[config.mk]
export PLATFORM = sky130hd
export DESIGN_NAME = ptt_ctrl
export DESIGN_NICKNAME = d
export VERILOG_FILES = /design/src/logic/ptt_pkg.sv /design/src/logic/ptt_tx_if.sv /design/src/logic/ptt_ctrl.sv /design/src/logic/ptt_tx.sv
export VERILOG_INCLUDE_DIRS = /design/src /design/src/logic
export SDC_FILE = /design/constraint.sdc
export NUM_CORES = 1
export LEC_CHECK = 0
export BUFFER_PORTS_ARGS = -buffer_cell sky130_fd_sc_hd__buf_2
export CAP_MARGIN = 0
export CORE_ASPECT_RATIO = 1.2
export CORE_MARGIN = 10
export CORE_UTILIZATION = 45
export CTS_BUF_LIST = sky130_fd_sc_hd__clkbuf_2
export DETAILED_ROUTE_END_ITERATION = 6
export PLACE_DENSITY = 0.71
export SYNTH_ARGS = -nofsm -noshare
export SYNTH_HDL_FRONTEND = slang
export SYNTH_HIERARCHICAL = 1
export SYNTH_SLANG_ARGS = --single-unit
[constraint.sdc]
create_clock -name clk -period 6.5 [get_ports clk]
set_clock_uncertainty 0.2 [all_clocks]
set_input_delay 0.65 -clock clk [delete_from_list [all_inputs] [get_ports clk]]
set_output_delay 0.65 -clock clk [all_outputs]
set_load 0.005 [all_outputs]
[src/logic/ptt_params.svh]
/*
  Constants for the power transfer termination controller: register offsets, reset values,
  reason codes, symbol codes and timing counts.
  Assumes inclusion by bare name from the design files.
*/
`ifndef PTT_PARAMS_SVH
`define PTT_PARAMS_SVH

`define PTT_REG_VOUT_SET 8'h01
`define PTT_VOUT_SET_RESET 8'h00
`define PTT_VOUT_FIELD_MSB 2
`define PTT_VOUT_FIELD_LSB 0

`define PTT_REASON_ADAPTER 8'h00
`define PTT_REASON_CHARGED 8'h01
`define PTT_REASON_FAULT 8'h02
`define PTT_REASON_OVER_TEMP 8'h03
`define PTT_REASON_OVER_VOLT 8'h04
`define PTT_EPT_HEADER 8'h02

`define PTT_SYM_INC 3'h0
`define PTT_SYM_DEC 3'h1
`define PTT_SYM_NO_CHANGE 3'h2
`define PTT_SYM_EOC 3'h3
`define PTT_SYM_MSG_BIT 3'h4
`define PTT_SYM_RESERVED 3'h5

`define PTT_STARTUP_CEP_LIMIT 7'h40
`define PTT_CLK_PERIOD_PS 5000
`define PTT_HALF_BIT_PS 250000000
`define PTT_HALF_BIT_CYCLES (`PTT_HALF_BIT_PS / `PTT_CLK_PERIOD_PS)
`define PTT_PREAMBLE_BITS 11
`define PTT_FRAME_BITS 44

`endif

[src/logic/ptt_pkg.sv]
/*
  Types of the power transfer termination controller.
  Assumes ptt_params.svh holds the numeric constants.
*/
package ptt_pkg;
  typedef enum logic [1:0] {
    ptt_run = 2'h0,
    ptt_send = 2'h1,
    ptt_done = 2'h3
  } ptt_state_type;
  typedef enum logic [1:0] {
    ptt_tx_idle = 2'h0,
    ptt_tx_frame = 2'h1,
    ptt_tx_finish = 2'h3
  } ptt_tx_state_type;
endpackage

[src/logic/ptt_tx_if.sv]
/*
  Carrier between the decision logic and the transmit sequencer.
  Assumes both ends share clk and reset_n.
*/
`timescale 1ns/1ps
interface ptt_tx_if;
  logic start;
  logic packet_mode;
  logic [7:0] reason;
  logic [2:0] symbol;
  logic busy;
  logic done;
  modport ctrl (output start, output packet_mode, output reason, output symbol, input busy, input done);
  modport tx (input start, input packet_mode, input reason, input symbol, output busy, output done);
endinterface

[src/logic/ptt_ctrl.sv]
/*
  Termination decision logic of a dual-protocol wireless power receiver: reason selection,
  output and adapter switch control, rectifier boost pins, communication current limit.
  Assumes all comparator inputs are digitised and synchronous to clk.
*/
`timescale 1ns/1ps
`include "ptt_params.svh"
// Operation
// - Packet mode sends reason codes 0x00 to 0x04
// - Never emit reason codes 0x05 to 0x08
// - Junction hot or low limit resistor: fault; the code raises it in packet mode only
// - Hot sense or control pin low: over temperature
// - No rectifier target after 64 packets: over voltage
// - Sense pin high sends charge complete
// - Adapter present: output off, switches closed
// - Symbol mode: termination above limit sense ends
// - Boost outputs follow output current bands
// - Boost role only with termination resistor present
// - Packet mode: select pin low enables limit
// - Limit bands: none, plus 50, minus 50
// - Limit applies only while a packet is sent
// - Default setting regulates feedback to 0.5 V
// - Symbol mode uses six defined symbols
// - Packets use bi-phase coding at 2 kb/s
module ptt_ctrl #(
  parameter int HALF_BIT_CYCLES = `PTT_HALF_BIT_CYCLES
) (
  input wire logic clk,
  input wire logic reset_n,
  input wire logic packet_mode,
  input wire logic startup_done,
  input wire logic cep_sent,
  input wire logic rectifier_node_at_target,
  input wire logic adapter_above_enable,
  input wire logic temp_sense_high,
  input wire logic control_pin_high,
  input wire logic control_pin_low,
  input wire logic junction_over_150c,
  input wire logic limit_resistor_low,
  input wire logic temp_sense_hot,
  input wire logic term_above_limit_sense,
  input wire logic term_resistor_present,
  input wire logic iout_above_100ma,
  input wire logic iout_above_350ma,
  input wire logic iout_above_400ma,
  input wire logic comm_current_limit_select,
  input wire logic pad_present,
  input wire logic reg_write,
  input wire logic [7:0] reg_addr,
  input wire logic [7:0] reg_wdata,
  output logic [7:0] reg_rdata,
  output logic [2:0] output_voltage_feedback,
  output logic output_enable,
  output logic adapter_switch_enable,
  output logic control_packets_enable,
  output logic low_power_boost_a,
  output logic low_power_boost_b,
  output logic comm_limit_enable,
  output logic comm_limit_minus,
  output logic mod_level,
  output logic symbol_strobe,
  output logic [2:0] symbol_code,
  output logic terminated,
  output logic [7:0] end_power_transfer
);
  ptt_tx_if tx_bus ();
  ptt_pkg::ptt_state_type state;
  logic [7:0] output_voltage_setting;
  logic [6:0] cep_count;
  logic ov_flag;
  logic adapter_cause;
  logic cond_adapter;
  logic cond_charged;
  logic cond_fault;
  logic cond_hot;
  logic cond_term;
  logic any_cond;
  logic [7:0] next_reason;
  logic start_pulse;

  ptt_tx #(
    .HALF_BIT_CYCLES(HALF_BIT_CYCLES)
  ) u_tx (
    .clk(clk),
    .reset_n(reset_n),
    .bus(tx_bus),
    .mod_level(mod_level),
    .symbol_strobe(symbol_strobe),
    .symbol_code(symbol_code)
  );

  // Register port: only the output voltage setting is implemented here
  always_ff @(posedge clk) begin
    if (!reset_n) begin
      output_voltage_setting <= `PTT_VOUT_SET_RESET;
    end else if (reg_write && reg_addr == `PTT_REG_VOUT_SET) begin
      output_voltage_setting <= reg_wdata;
    end
  end

  always_ff @(posedge clk) begin
    if (!reset_n) begin
      reg_rdata <= 8'h00;
      output_voltage_feedback <= 3'(`PTT_VOUT_SET_RESET);
    end else begin
      if (reg_addr == `PTT_REG_VOUT_SET) begin
        reg_rdata <= output_voltage_setting;
      end else begin
        reg_rdata <= 8'h00;
      end
      // Regulation reference code; the reset code targets 0.5 V at the feedback pin
      output_voltage_feedback <= output_voltage_setting[`PTT_VOUT_FIELD_MSB:`PTT_VOUT_FIELD_LSB];
    end
  end

  // Startup convergence watch; counting stops once the flag is raised
  always_ff @(posedge clk) begin
    if (!reset_n) begin
      cep_count <= 7'h00;
      ov_flag <= 1'b0;
    end else if (!startup_done && !rectifier_node_at_target && cep_sent && !ov_flag) begin
      cep_count <= cep_count + 7'h01;
      if (cep_count + 7'h01 >= `PTT_STARTUP_CEP_LIMIT) begin
        ov_flag <= 1'b1;
      end
    end
  end

  assign cond_adapter = adapter_above_enable;
  // Host drives the control pin for charge complete when the boost role is absent
  assign cond_charged = temp_sense_high || (!term_resistor_present && control_pin_high);
  assign cond_fault = junction_over_150c || limit_resistor_low;
  assign cond_hot = temp_sense_hot || control_pin_low;
  assign cond_term = !packet_mode && term_above_limit_sense;

  // Fixed priority: adapter, charged, fault, over temperature, over voltage, then symbol-mode termination as charged; codes above 0x04 are unreachable
  always_comb begin
    next_reason = `PTT_REASON_ADAPTER;
    any_cond = 1'b1;
    if (cond_adapter) begin
      next_reason = `PTT_REASON_ADAPTER;
    end else if (cond_charged) begin
      next_reason = `PTT_REASON_CHARGED;
    end else if (cond_fault && packet_mode) begin
      next_reason = `PTT_REASON_FAULT;
    end else if (cond_hot) begin
      next_reason = `PTT_REASON_OVER_TEMP;
    end else if (ov_flag && packet_mode) begin
      next_reason = `PTT_REASON_OVER_VOLT;
    end else if (cond_term) begin
      next_reason = `PTT_REASON_CHARGED;
    end else begin
      any_cond = 1'b0;
    end
  end

  assign start_pulse = (state == ptt_pkg::ptt_run) && any_cond;
  assign tx_bus.start = start_pulse;
  assign tx_bus.packet_mode = packet_mode;
  assign tx_bus.reason = next_reason;
  assign tx_bus.symbol = `PTT_SYM_EOC;

  always_ff @(posedge clk) begin
    if (!reset_n) begin
      state <= ptt_pkg::ptt_run;
      end_power_transfer <= 8'h00;
      adapter_cause <= 1'b0;
    end else begin
      case (state)
        ptt_pkg::ptt_run: begin
          if (any_cond) begin
            end_power_transfer <= next_reason;
            adapter_cause <= cond_adapter;
            state <= ptt_pkg::ptt_send;
          end
        end
        ptt_pkg::ptt_send: begin
          if (tx_bus.done) begin
            state <= ptt_pkg::ptt_done;
          end
        end
        // Only reset leaves this state
        ptt_pkg::ptt_done: state <= ptt_pkg::ptt_done;
        default: state <= ptt_pkg::ptt_run;
      endcase
    end
  end

  always_ff @(posedge clk) begin
    if (!reset_n) begin
      output_enable <= 1'b0;
      control_packets_enable <= 1'b0;
      terminated <= 1'b0;
      adapter_switch_enable <= 1'b0;
    end else begin
      // Output goes off as soon as a cause is seen: a cycle before the first packet edge, in the same cycle as the symbol strobe
      output_enable <= (state == ptt_pkg::ptt_run) && !any_cond && startup_done;
      control_packets_enable <= (state == ptt_pkg::ptt_run) && !any_cond;
      terminated <= (state == ptt_pkg::ptt_done);
      adapter_switch_enable <= (state == ptt_pkg::ptt_done) && adapter_cause;
    end
  end

  always_ff @(posedge clk) begin
    if (!reset_n) begin
      low_power_boost_a <= 1'b0;
      low_power_boost_b <= 1'b0;
    end else if (term_resistor_present) begin
      low_power_boost_a <= !iout_above_100ma;
      low_power_boost_b <= !iout_above_350ma;
    end else begin
      // Pins fall back to power-good and pad-detect
      low_power_boost_a <= output_enable;
      low_power_boost_b <= pad_present;
    end
  end

  // Limit is held off outside modulation so steady loads see no clamp
  always_ff @(posedge clk) begin
    if (!reset_n) begin
      comm_limit_enable <= 1'b0;
      comm_limit_minus <= 1'b0;
    end else begin
      comm_limit_enable <= packet_mode && !comm_current_limit_select && tx_bus.busy
                           && iout_above_100ma;
      comm_limit_minus <= iout_above_400ma;
    end
  end
endmodule

[src/logic/ptt_tx.sv]
/*
  Transmit sequencer: one end-power-transfer packet in differential bi-phase at 2 kb/s,
  or one symbol strobe.
  Assumes start is a one-cycle pulse taken only while idle.
*/
`timescale 1ns/1ps
`include "ptt_params.svh"
module ptt_tx #(
  parameter int HALF_BIT_CYCLES = `PTT_HALF_BIT_CYCLES
) (
  input wire logic clk,
  input wire logic reset_n,
  ptt_tx_if.tx bus,
  output logic mod_level,
  output logic symbol_strobe,
  output logic [2:0] symbol_code
);
  ptt_pkg::ptt_tx_state_type state;
  logic [`PTT_FRAME_BITS-1:0] frame;
  logic [5:0] bit_index;
  logic half;
  logic [16:0] tick;
  logic [7:0] check;
  logic tick_end;

  assign check = `PTT_EPT_HEADER ^ bus.reason;
  assign tick_end = (tick == 17'(HALF_BIT_CYCLES - 1));
  assign bus.busy = (state != ptt_pkg::ptt_tx_idle);

  // Byte: start 0, data LSB first, odd parity, stop 1
  function automatic logic [10:0] ptt_byte(input logic [7:0] b);
    ptt_byte = {1'b1, ~^b, b, 1'b0};
  endfunction

  always_ff @(posedge clk) begin
    if (!reset_n) begin
      state <= ptt_pkg::ptt_tx_idle;
      frame <= '0;
      bit_index <= 6'h00;
      half <= 1'b0;
      tick <= 17'h00000;
      bus.done <= 1'b0;
    end else begin
      bus.done <= 1'b0;
      case (state)
        ptt_pkg::ptt_tx_idle: begin
          if (bus.start && bus.packet_mode) begin
            frame <= {ptt_byte(check), ptt_byte(bus.reason), ptt_byte(`PTT_EPT_HEADER),
                      {`PTT_PREAMBLE_BITS{1'b1}}};
            bit_index <= 6'h00;
            half <= 1'b0;
            tick <= 17'h00000;
            state <= ptt_pkg::ptt_tx_frame;
          end else if (bus.start) begin
            state <= ptt_pkg::ptt_tx_finish;
          end
        end
        ptt_pkg::ptt_tx_frame: begin
          if (tick_end) begin
            tick <= 17'h00000;
            half <= ~half;
            if (half) begin
              if (bit_index == 6'(`PTT_FRAME_BITS - 1)) begin
                state <= ptt_pkg::ptt_tx_finish;
              end
              bit_index <= bit_index + 6'h01;
            end
          end else begin
            tick <= tick + 17'h00001;
          end
        end
        ptt_pkg::ptt_tx_finish: begin
          bus.done <= 1'b1;
          state <= ptt_pkg::ptt_tx_idle;
        end
        default: state <= ptt_pkg::ptt_tx_idle;
      endcase
    end
  end

  // Edge at every bit start, and mid-bit for a one
  always_ff @(posedge clk) begin
    if (!reset_n) begin
      mod_level <= 1'b0;
    end else if (state == ptt_pkg::ptt_tx_frame && tick == 17'h00000 && (!half || frame[bit_index])) begin
      mod_level <= ~mod_level;
    end
  end

  always_ff @(posedge clk) begin
    if (!reset_n) begin
      symbol_strobe <= 1'b0;
      symbol_code <= `PTT_SYM_NO_CHANGE;
    end else begin
      symbol_strobe <= bus.start && !bus.packet_mode && state == ptt_pkg::ptt_tx_idle;
      if (bus.start && !bus.packet_mode) begin
        symbol_code <= bus.symbol;
      end
    end
  end
endmodule

==> flow_metrics.tcl, run 1 <==
set metrics [dict create \
    dp.cells 622 \
    slew_headroom_pct 26.4 \
    tightestPinTransition_ns 1.10 \
    nets 557 \
    routed_wl_microns 9200 \
    cts_sinks 85 \
    cp_data_required_time_ns 6.73 \
    end_kind "flop" \
    track_usage_pct 14.4 \
    drt-initial-drc-count 167 \
    dp_slack_ns 3.25 \
    regToRegSetupSlack_ns 3.91 \
    grt_pass1_wl_microns 15600 \
    num_antenna_cells 0 \
    clockBufferDepth 2 \
    ir_drop_mv 0.125 \
    netlist.top_cell.by_area "dfxtp_1" \
    fmax_mhz 376 \
    critPathBufInv 1 \
    synthCells 450 \
    cp_data_arrival_time_ns 2.89 \
    synth_enable_flop_cells 0 \
    status "finished, final reports clean" \
    synthTopCellsByArea "dfxtp_1, mux2i_1, nand2_1" \
    cp-endpoint "u_tx/tick[6]$_SDFFE_PN0P_" \
    crit_family "simple AND/OR/NAND/NOR gates" \
    intPower_w 0.000627 \
    synth_seq_cells 85 \
    tritoncts "done" \
    post_dp_cell_area_sq_um 4420 \
    r2r-end "u_tx/tick[6]$_SDFFE_PN0P_" \
    numCtsBuffers 9 \
    stdcell_count 638 \
    grt_max_degree 32 \
    place_congestion 0.845 \
    critical_path_cell_count 8 \
    die_area_sq_um 13100 \
    crit_chain "buf_2 > nor2b_1 > and4b_1 > a21boi_2 > a21oi_1 > nor2_1 > o211ai_1 > nor3b_1" \
    power_frac_seq_pct 61.8 \
    clkTransAtPathRegs_ns 0.24 \
    pwr-share-comb_pct 10.9 \
    slew_violations 0 \
    rows 37 \
    dpl.hpwl_microns 6950 \
    core_sq_um 8660 \
    p_per_area_nw_per_um2 195 \
    vias_per_cell 5.28 \
    pwr-share-clk_pct 27.2 \
    cap_violations 0 \
    reg2reg_from "ov_flag$_SDFFE_PN0P_" \
    final_antenna_net_count 0 \
    min_period_over_period_pct 40.9 \
    antenna_found_initial 0 \
    slowest_stage "nor2_1" \
    ys_types 67 \
    crit_fanout 13 \
    reg2reg_depth 6 \
    critPathKind "input port to flop" \
    syn-cell-area_sq_um 4010 \
    htreeDepth 3 \
    setup_viol 0 \
    power.total_w 0.000881 \
    rsz0062_at_grt "no" \
    ys.flop_type "dfxtp_1" \
    wl_per_cell_microns 14.4 \
    ctsResizeCount 0 \
    p_leak_nw 1.87 \
    hp-start "iout_above_400ma" \
    portBuffers 63 \
    drtPass1Iterations 4 \
    postCtsSetupRepairBufs 0 \
    cpPeakStageDelay_ns 0.71 \
    ys_seq_area_share_pct 42.4 \
    die_x_microns 106 \
    syn_area_per_cell_sq_um 8.92 \
    clock_latency_ns 0.55 \
    start_util_pct 46.4 \
    cp-start-kind "input port" \
    syn_to_final_growth_pct 12.4 \
    final_area_sq_um 4510 \
    layout_setup_ws_ns 3.84 \
    switching_share_pct 28.8 \
    io_pins 69 \
    finalCriticalPeriod_ns 2.66 \
    synth_top_area_share_pct 42.4 \
    cts-root-buf "clkbuf_2" \
    fin_setup_tns_ns 0 \
    die_h_microns 123 \
    grt_pass1_vias 3401 \
    cp-startpoint "term_resistor_present" \
    gr-total-overflow 0 \
    yosysWarningCount 6 \
    synthArstFlopShare_pct 0 \
    holdBufCountCts 0 \
    final_layout_size_suffix_gt1_share_pct 19.0 \
    hold_violations 0 \
    hold_class "input port to flop" \
    switchingPower_w 0.000253 \
    via_count 3369 \
    drc_errors 0 \
]
[worst min-delay path by stage]
stage	to	slack, ns	cells past startpoint
floorplan	reg_rdata[3]$_SDFF_PN0_	0.23	1
global placement	reg_rdata[4]$_SDFF_PN0_	0.24	1
detailed placement	u_tx/frame[24]$_SDFFE_PN0P_	0.25	2
CTS	comm_limit_minus$_SDFF_PN0_	0.04	2
global route	comm_limit_minus$_SDFF_PN0_	0.04	2
finish	comm_limit_minus$_SDFF_PN0_	0.09	2
[sequential cells by signal, summed over array words and instances (netlist names), 2 cells and up]
register and cells:
u_tx/tick 17, u_tx/frame 12, output_voltage_setting 8, reg_rdata 8, cep_count 7, u_tx/bit_index 6
end_power_transfer 3, output_voltage_feedback 3, u_tx/symbol_code 3, state 2, u_tx/state 2
[cell type report]
type	count	area [sq um]
repair buffers	63	315
multi-input cells	349	2220
well taps	117	146
fillers	840	4150
flip-flops and latches	85	1700
clock inverters	6	46.3
inverters	8	30.0
clock buffers	10	50.0
[cells in the mapped netlist (2+ instances only)]
library cell   n
nor3_1         9
dfxtp_1       85
nand3_2        2
ha_1           4
and2_1        16
buf_4          5
a22oi_1        2
nand4b_1       3
nor2_1        45
a211oi_1       2
nand4_1        5
xnor2_1       10
nor3b_1        2
nand3_1       14
conb_1         2
a21oi_1       25
inv_1          8
and3_1        13
nand3b_1       2
xor2_1         7
nor4_4         3
o21ai_0       13
nand2_1       58
nor4_2         2
o21a_1         3
mux2i_1       23
mux4_2         2
nor4b_1        2
o21ai_1        3
a41oi_1        2
buf_2          7
a31oi_1        8
nor4_1         4
nand2b_1       4
nor2b_1        4
o211a_1        2
a311oi_1       9
clkbuf_1      11
[layer usage]
layer / up-vias / GRT usage, % / part of all wire, % / wire length, microns
met5: - / 0 / 0 / 0
met4: 0 / 4.75 / 1.3 / 123
met3: 12 / 6.56 / 8.0 / 733
met2: 87 / 23.8 / 46 / 4260
met1: 1552 / 16.2 / 44 / 4080
li1: 1718 / - / - / -
[power groups by stage]
stage               clock network, W  registers, W   logic, W
floorplan                          0      0.000551  0.0000691
detailed placement                 0      0.000555  0.0000967
finish                      0.000240      0.000545  0.0000962
global placement                   0      0.000554  0.0000943
CTS                         0.000250      0.000545  0.0000969
global route                0.000273      0.000547   0.000109
[cell families after synthesis]
logic type      synth area share [%]
mux                             7.14
flops                           42.4
simple gates                    28.4
fa+ha+maj                       1.25
compound gates                  13.2
buf+inv                         3.71
other cells                    0.187
xor+xnor                        3.71
[through the flow]
step / hold slack (ns) / util (%)
floorplan: 0.230 / -
global placement: 0.240 / 51.0
detailed placement: 0.249 / 51.0
CTS: 0.0375 / 52.1
global route: 0.0378 / 52.1
finish: 0.0883 / 52.1
[layout by cell type, fill, tap and decap left out, drive strengths merged, types with 10 or more instances in the layout]
cell    count
a21oi      25
conb       18
nor3       10
nor2       45
clkbuf     10
xnor2      10
o21ai      16
inv        10
buf        63
and3       14
and2       16
nand2      59
mux2i      23
nand3      16
dfxtp      85
[worst reg2reg max path, cell delays in order, from the launching register on]
cell	delay (ns)
dfxtp_1	0.52
mux2i_1	0.20
a21boi_2	0.36
a21oi_1	0.14
nor2_1	0.71
o211ai_1	0.17
nor3b_1	0.18
(Power assumes the default switching activity.)
==> inputs of run 2 (changes only) <==
- clock period: 6.5 -> 2.5 ns (I/O delays scaled with it)
==> run 2 against run 1 <==
Power rose to 2.8 times the previous value. Die area unchanged. Global-route usage increased by 1.7 points. Cell area up 11%. Clock power rose to 3.1 times the previous value. Sequential power rose to 2.6 times the previous value. Critical endpoint is now u_tx/frame[31]$_SDFFE_PN0P_. Highest routed layer unchanged.
==> flow_metrics.tcl, run 2 (synthesis results as in run 1) <==
set metrics [dict create \
    tritoncts "done" \
    nets 605 \
    grt_max_degree 30 \
    antenna_found_initial 0 \
    slew_violations 0 \
    fmax_mhz 417 \
    dp.cells 633 \
    rsz0062_at_grt "no" \
    track_usage_pct 16.1 \
    rows 37 \
    slew_headroom_pct 36.4 \
    top_layer "met4" \
    crit_fanout 4 \
    cap_violations 0 \
    portBuffers 63 \
    met1_length_microns 4440 \
    numCtsBuffers 9 \
    finalCriticalPeriod_ns 2.40 \
    final_core_util_pct 57.9 \
    grt_pass1_wl_microns 17200 \
    final_layout_size_suffix_gt1_share_pct 19.7 \
    io_pins 69 \
    cp_data_required_time_ns 2.80 \
    cts-root-buf "clkbuf_2" \
    gr-total-overflow 0 \
    met3_length_microns 762 \
    drt-initial-drc-count 164 \
    grt_pass1_vias 3577 \
    routed_wl_microns 10300 \
    ir_drop_mv 0.378 \
    hold_class "input port to flop" \
    p_leak_nw 2.07 \
    htreeDepth 3 \
    tightestPinTransition_ns 0.953 \
    post_dp_cell_area_sq_um 4510 \
    clkTransAtPathRegs_ns 0.22 \
    num_antenna_cells 0 \
    largest_register_ffs 17 \
    setup_viol 0 \
    syn_to_final_growth_pct 24.9 \
    start_util_pct 46.4 \
    final_area_sq_um 5010 \
    critPathKind "input port to flop" \
    stdcell_count 686 \
    fin_setup_tns_ns 0 \
    wl_per_cell_microns 15.0 \
    drc_errors 0 \
    status "finished, final reports clean" \
    min_period_over_period_pct 95.9 \
    dpl.hpwl_microns 7120 \
    die_area_sq_um 13100 \
    largest_registers "u_tx/tick: 17 flops, u_tx/frame: 12 flops" \
    final_cell_mix "dfxtp_1, buf_2, nand2_1, nor2_1, dlygate4sd3_1" \
    clock_latency_ns 0.57 \
    via_count 3623 \
    cp_data_arrival_time_ns 2.70 \
    largest_register "u_tx/tick" \
    mostFrequentLayoutCell "dfxtp_1" \
    die_h_microns 123 \
    clockBufferDepth 2 \
    end_kind "flop" \
    cp-start-kind "input port" \
    final_antenna_net_count 0 \
    hold_violations 0 \
    wl_met2_microns 4910 \
    core_sq_um 8660 \
    p_per_area_nw_per_um2 493 \
    drtPass1Iterations 5 \
    place_congestion 0.812 \
    vias_per_cell 5.28 \
    n_fill_cell 753 \
    die_x_microns 106 \
    cts_sinks 85 \
]
[run 2: path summary, 6_finish.rpt]
path | depth (start not counted) | slack (ns) | startpoint | to
worst max-delay path | 11 | 0.10 | temp_sense_hot | u_tx/frame[31]$_SDFFE_PN0P_
worst min-delay path | 6 | 0.05 | limit_resistor_low | u_tx/frame[36]$_SDFFE_PN0P_
worst max register to register | 6 | 0.27 | u_tx/tick[0]$_SDFFE_PN0P_ | u_tx/tick[6]$_SDFFE_PN0P_
worst min register to register | 2 | 0.28 | u_tx/frame[24]$_SDFFE_PN0P_ | u_tx/frame[24]$_SDFFE_PN0P_
[run 2: critical path, cell delays in order]
cell and delay (ns):
dlygate4sd3_1 0.55, buf_2 0.14, nor2_2 0.14, dlygate4sd3_1 0.59, nand2_1 0.11, nor3_2 0.25
xnor2_1 0.17, xnor2_1 0.16, xnor2_1 0.16, nand2_1 0.08, a21oi_1 0.11
[run 2: routing by layer]
layer	up-vias	global-route usage [%]
met1	1688	18.6
met3	15	5.83
li1	1808	-
met5	-	0
met2	112	26.6
met4	0	6.44
[run 2: what timing repair did]
item                                    4_1_cts  5_1_grt
endpoints found under the setup margin        0        2
resized for setup                             0        2
hold buffers                                 37        0
buffers inserted                              0        0
hold endpoints to repair                     31        0
[run 2: through the flow]
step	setup slack, ns	total power [W]	hold WS [ns]
floorplan	0.398	0.00161	0.177
global placement	0.262	0.00171	0.240
detailed placement	0.216	0.00171	0.249
CTS	0.103	0.00248	0.000389
global route	0.0332	0.00258	0.0226
finish	0.102	0.00247	0.0463
[run 2: power by group]
| group | internal, W | leakage, nW | switching (W) |
|---|---|---|---|
| registers | 0.00139 | 0.689 | 0.0000264 |
| clock network | 0.000241 | 0.0687 | 0.000498 |
| logic | 0.000146 | 1.31 | 0.000166 |
| total | 0.00178 | 2.07 | 0.000691 |
[run 2: layout make-up]
cell class	count	area (sq um)	share of cell area, %
clock buffer	10	50.0	0.999
inverter	8	30.0	0.599
tap	117	146	2.92
clock inverter	6	71.3	1.42
timing repair buffer	111	781	15.6
multi-input combinational	349	2230	44.5
sequential	85	1700	34.0
==> inputs of run 3 (changes only) <==
- CTS_BUF_LIST: sky130_fd_sc_hd__clkbuf_2 -> sky130_fd_sc_hd__clkbuf_16
==> run 3 against run 2 <==
Cell count decreased by 3.8%. First-iteration DRC count increased by 0.61%. Worst hold slack got worse by 0.040 ns. Flip-flop and latch count unchanged. Fmax increased by 8.5%. Global-route usage decreased by 0.92 points. Die area unchanged. Largest power group unchanged.
==> flow_metrics.tcl, run 3 (synthesis results as in run 1) <==
set metrics [dict create \
    start_util_pct 46.4 \
    p_leak_nw 2.06 \
    min_period_over_period_pct 88.4 \
    switchingPower_w 0.000737 \
    syn_to_final_growth_pct 22.6 \
    setup_viol 0 \
    final_core_util_pct 56.8 \
    cts-root-buf "clkbuf_16" \
    ir_drop_mv 0.531 \
    grt_pass1_vias 3410 \
    final_antenna_net_count 0 \
    hold_violations 0 \
    pwr-share-clk_pct 43.9 \
    cts_sinks 85 \
    tritoncts "done" \
    drt-initial-drc-count 165 \
    clockBufferDepth 2 \
    p_per_area_nw_per_um2 615 \
    wl_per_cell_microns 14.7 \
    cap_violations 0 \
    antenna_found_initial 0 \
    largest_register_ffs 17 \
    drtPass1Iterations 5 \
    slew_violations 0 \
    intPower_w 0.00229 \
    holdPathEnd "low_power_boost_b$_SDFF_PN0_" \
    clkTransAtPathRegs_ns 0.07 \
    htreeDepth 3 \
    power.total_w 0.00303 \
    rows 37 \
    final_layout_size_suffix_gt1_share_pct 20.1 \
    fin_setup_tns_ns 0 \
    tightestPinTransition_ns 0.965 \
    die_x_microns 106 \
    drc_errors 0 \
    cp-start-kind "flop" \
    crit_fanout 5 \
    power_frac_seq_pct 46.6 \
    track_usage_pct 15.1 \
    num_antenna_cells 0 \
    largest_registers "u_tx/tick: 17 flops, u_tx/frame: 12 flops" \
    grt_max_degree 30 \
    numCtsBuffers 9 \
    slew_headroom_pct 35.6 \
    dpl.hpwl_microns 7120 \
    switching_share_pct 24.4 \
    place_congestion 0.812 \
    routed_wl_microns 9670 \
    final_cell_mix "dfxtp_1, buf_2, nand2_1, nor2_1, a21oi_1" \
    hp-start "pad_present" \
    io_pins 69 \
    critPathKind "flop to flop" \
    via_count 3469 \
    post_dp_cell_area_sq_um 4510 \
    rsz0062_at_grt "no" \
    status "finished, final reports clean" \
    nets 579 \
    reg2reg_depth 6 \
    final_area_sq_um 4920 \
    grt_pass1_wl_microns 16300 \
    hold_depth 3 \
    die_area_sq_um 13100 \
    cp_data_required_time_ns 2.48 \
    vias_per_cell 5.26 \
    hold_class "input port to flop" \
    gr-total-overflow 0 \
    r2r-end "u_tx/tick[6]$_SDFFE_PN0P_" \
    clock_latency_ns 0.34 \
    die_h_microns 123 \
    finalCriticalPeriod_ns 2.21 \
    portBuffers 63 \
    pwr-share-comb_pct 9.4 \
    largest_register "u_tx/tick" \
    reg2reg_from "u_tx/tick[0]$_SDFFE_PN0P_" \
    core_sq_um 8660 \
    mostFrequentLayoutCell "dfxtp_1" \
    cp_data_arrival_time_ns 2.19 \
    end_kind "flop" \
    regToRegSetupSlack_ns 0.29 \
    postCtsSetupRepairBufs 0 \
    fmax_mhz 453 \
]
-- run 3: layer usage --
metal  routed length, microns  global-route usage (%)  vias up
met5                        0                       0        -
met4                      117                    5.17        0
met3                      685                    6.04       10
met2                     4690                    25.0       87
met1                     4180                    17.6     1609
li1                         -                       -     1763
-- run 3: how the worst max path moves through the flow --
stage                              start                        end  depth (start not counted)
2_1_floorplan           control_pin_high  u_tx/tick[2]$_SDFFE_PN0P_                          8
3_3_place_gp       term_resistor_present  u_tx/tick[2]$_SDFFE_PN0P_                          9
3_5_place_dp       term_resistor_present  u_tx/tick[2]$_SDFFE_PN0P_                          9
4_1_cts        u_tx/tick[0]$_SDFFE_PN0P_  u_tx/tick[6]$_SDFFE_PN0P_                          6
5_1_grt        u_tx/tick[0]$_SDFFE_PN0P_  u_tx/tick[6]$_SDFFE_PN0P_                          6
6_report       u_tx/tick[0]$_SDFFE_PN0P_  u_tx/tick[6]$_SDFFE_PN0P_                          6
-- run 3: final cells by class --
cell class,count,area (sq um)
Fill cell,778,3740
Clock buffer,9,225
Tap cell,117,146
Clock inverter,7,75.1
Sequential cell,85,1700
Inverter,8,30.0
Timing Repair Buffer,85,520
Multi-Input combinational cell,349,2220
-- run 3: metrics by stage --
stage	worst slack, ns	hold WS, ns	instances
2_1_floorplan	0.398	0.177	466
3_3_place_gp	0.262	0.240	633
3_5_place_dp	0.216	0.249	633
4_1_cts	0.287	0.00344	660
5_1_grt	0.100	0.0170	660
6_report	0.290	0.00577	660
-- run 3: critical path, stage by stage (launching register included) --
cell	delay (ns)
dfxtp_1	0.40
ha_1	0.25
nand3_2	0.15
or3_4	0.45
o21ai_1	0.32
o211ai_1	0.14
nor3b_1	0.15
-- run 3: power by group through the flow --
stage,logic (W),clock network (W),registers (W)
after floorplan,0.000180,0,0.00143
after global placement,0.000266,0,0.00144
after detailed placement,0.000273,0,0.00144
after CTS,0.000286,0.00135,0.00141
after global routing,0.000322,0.00140,0.00142
final,0.000286,0.00133,0.00141
-- run 3: timing repair --
item                      4_1_cts  5_1_grt
hold endpoints to repair       10        0
resized for setup               0        0
hold buffers                   11        0
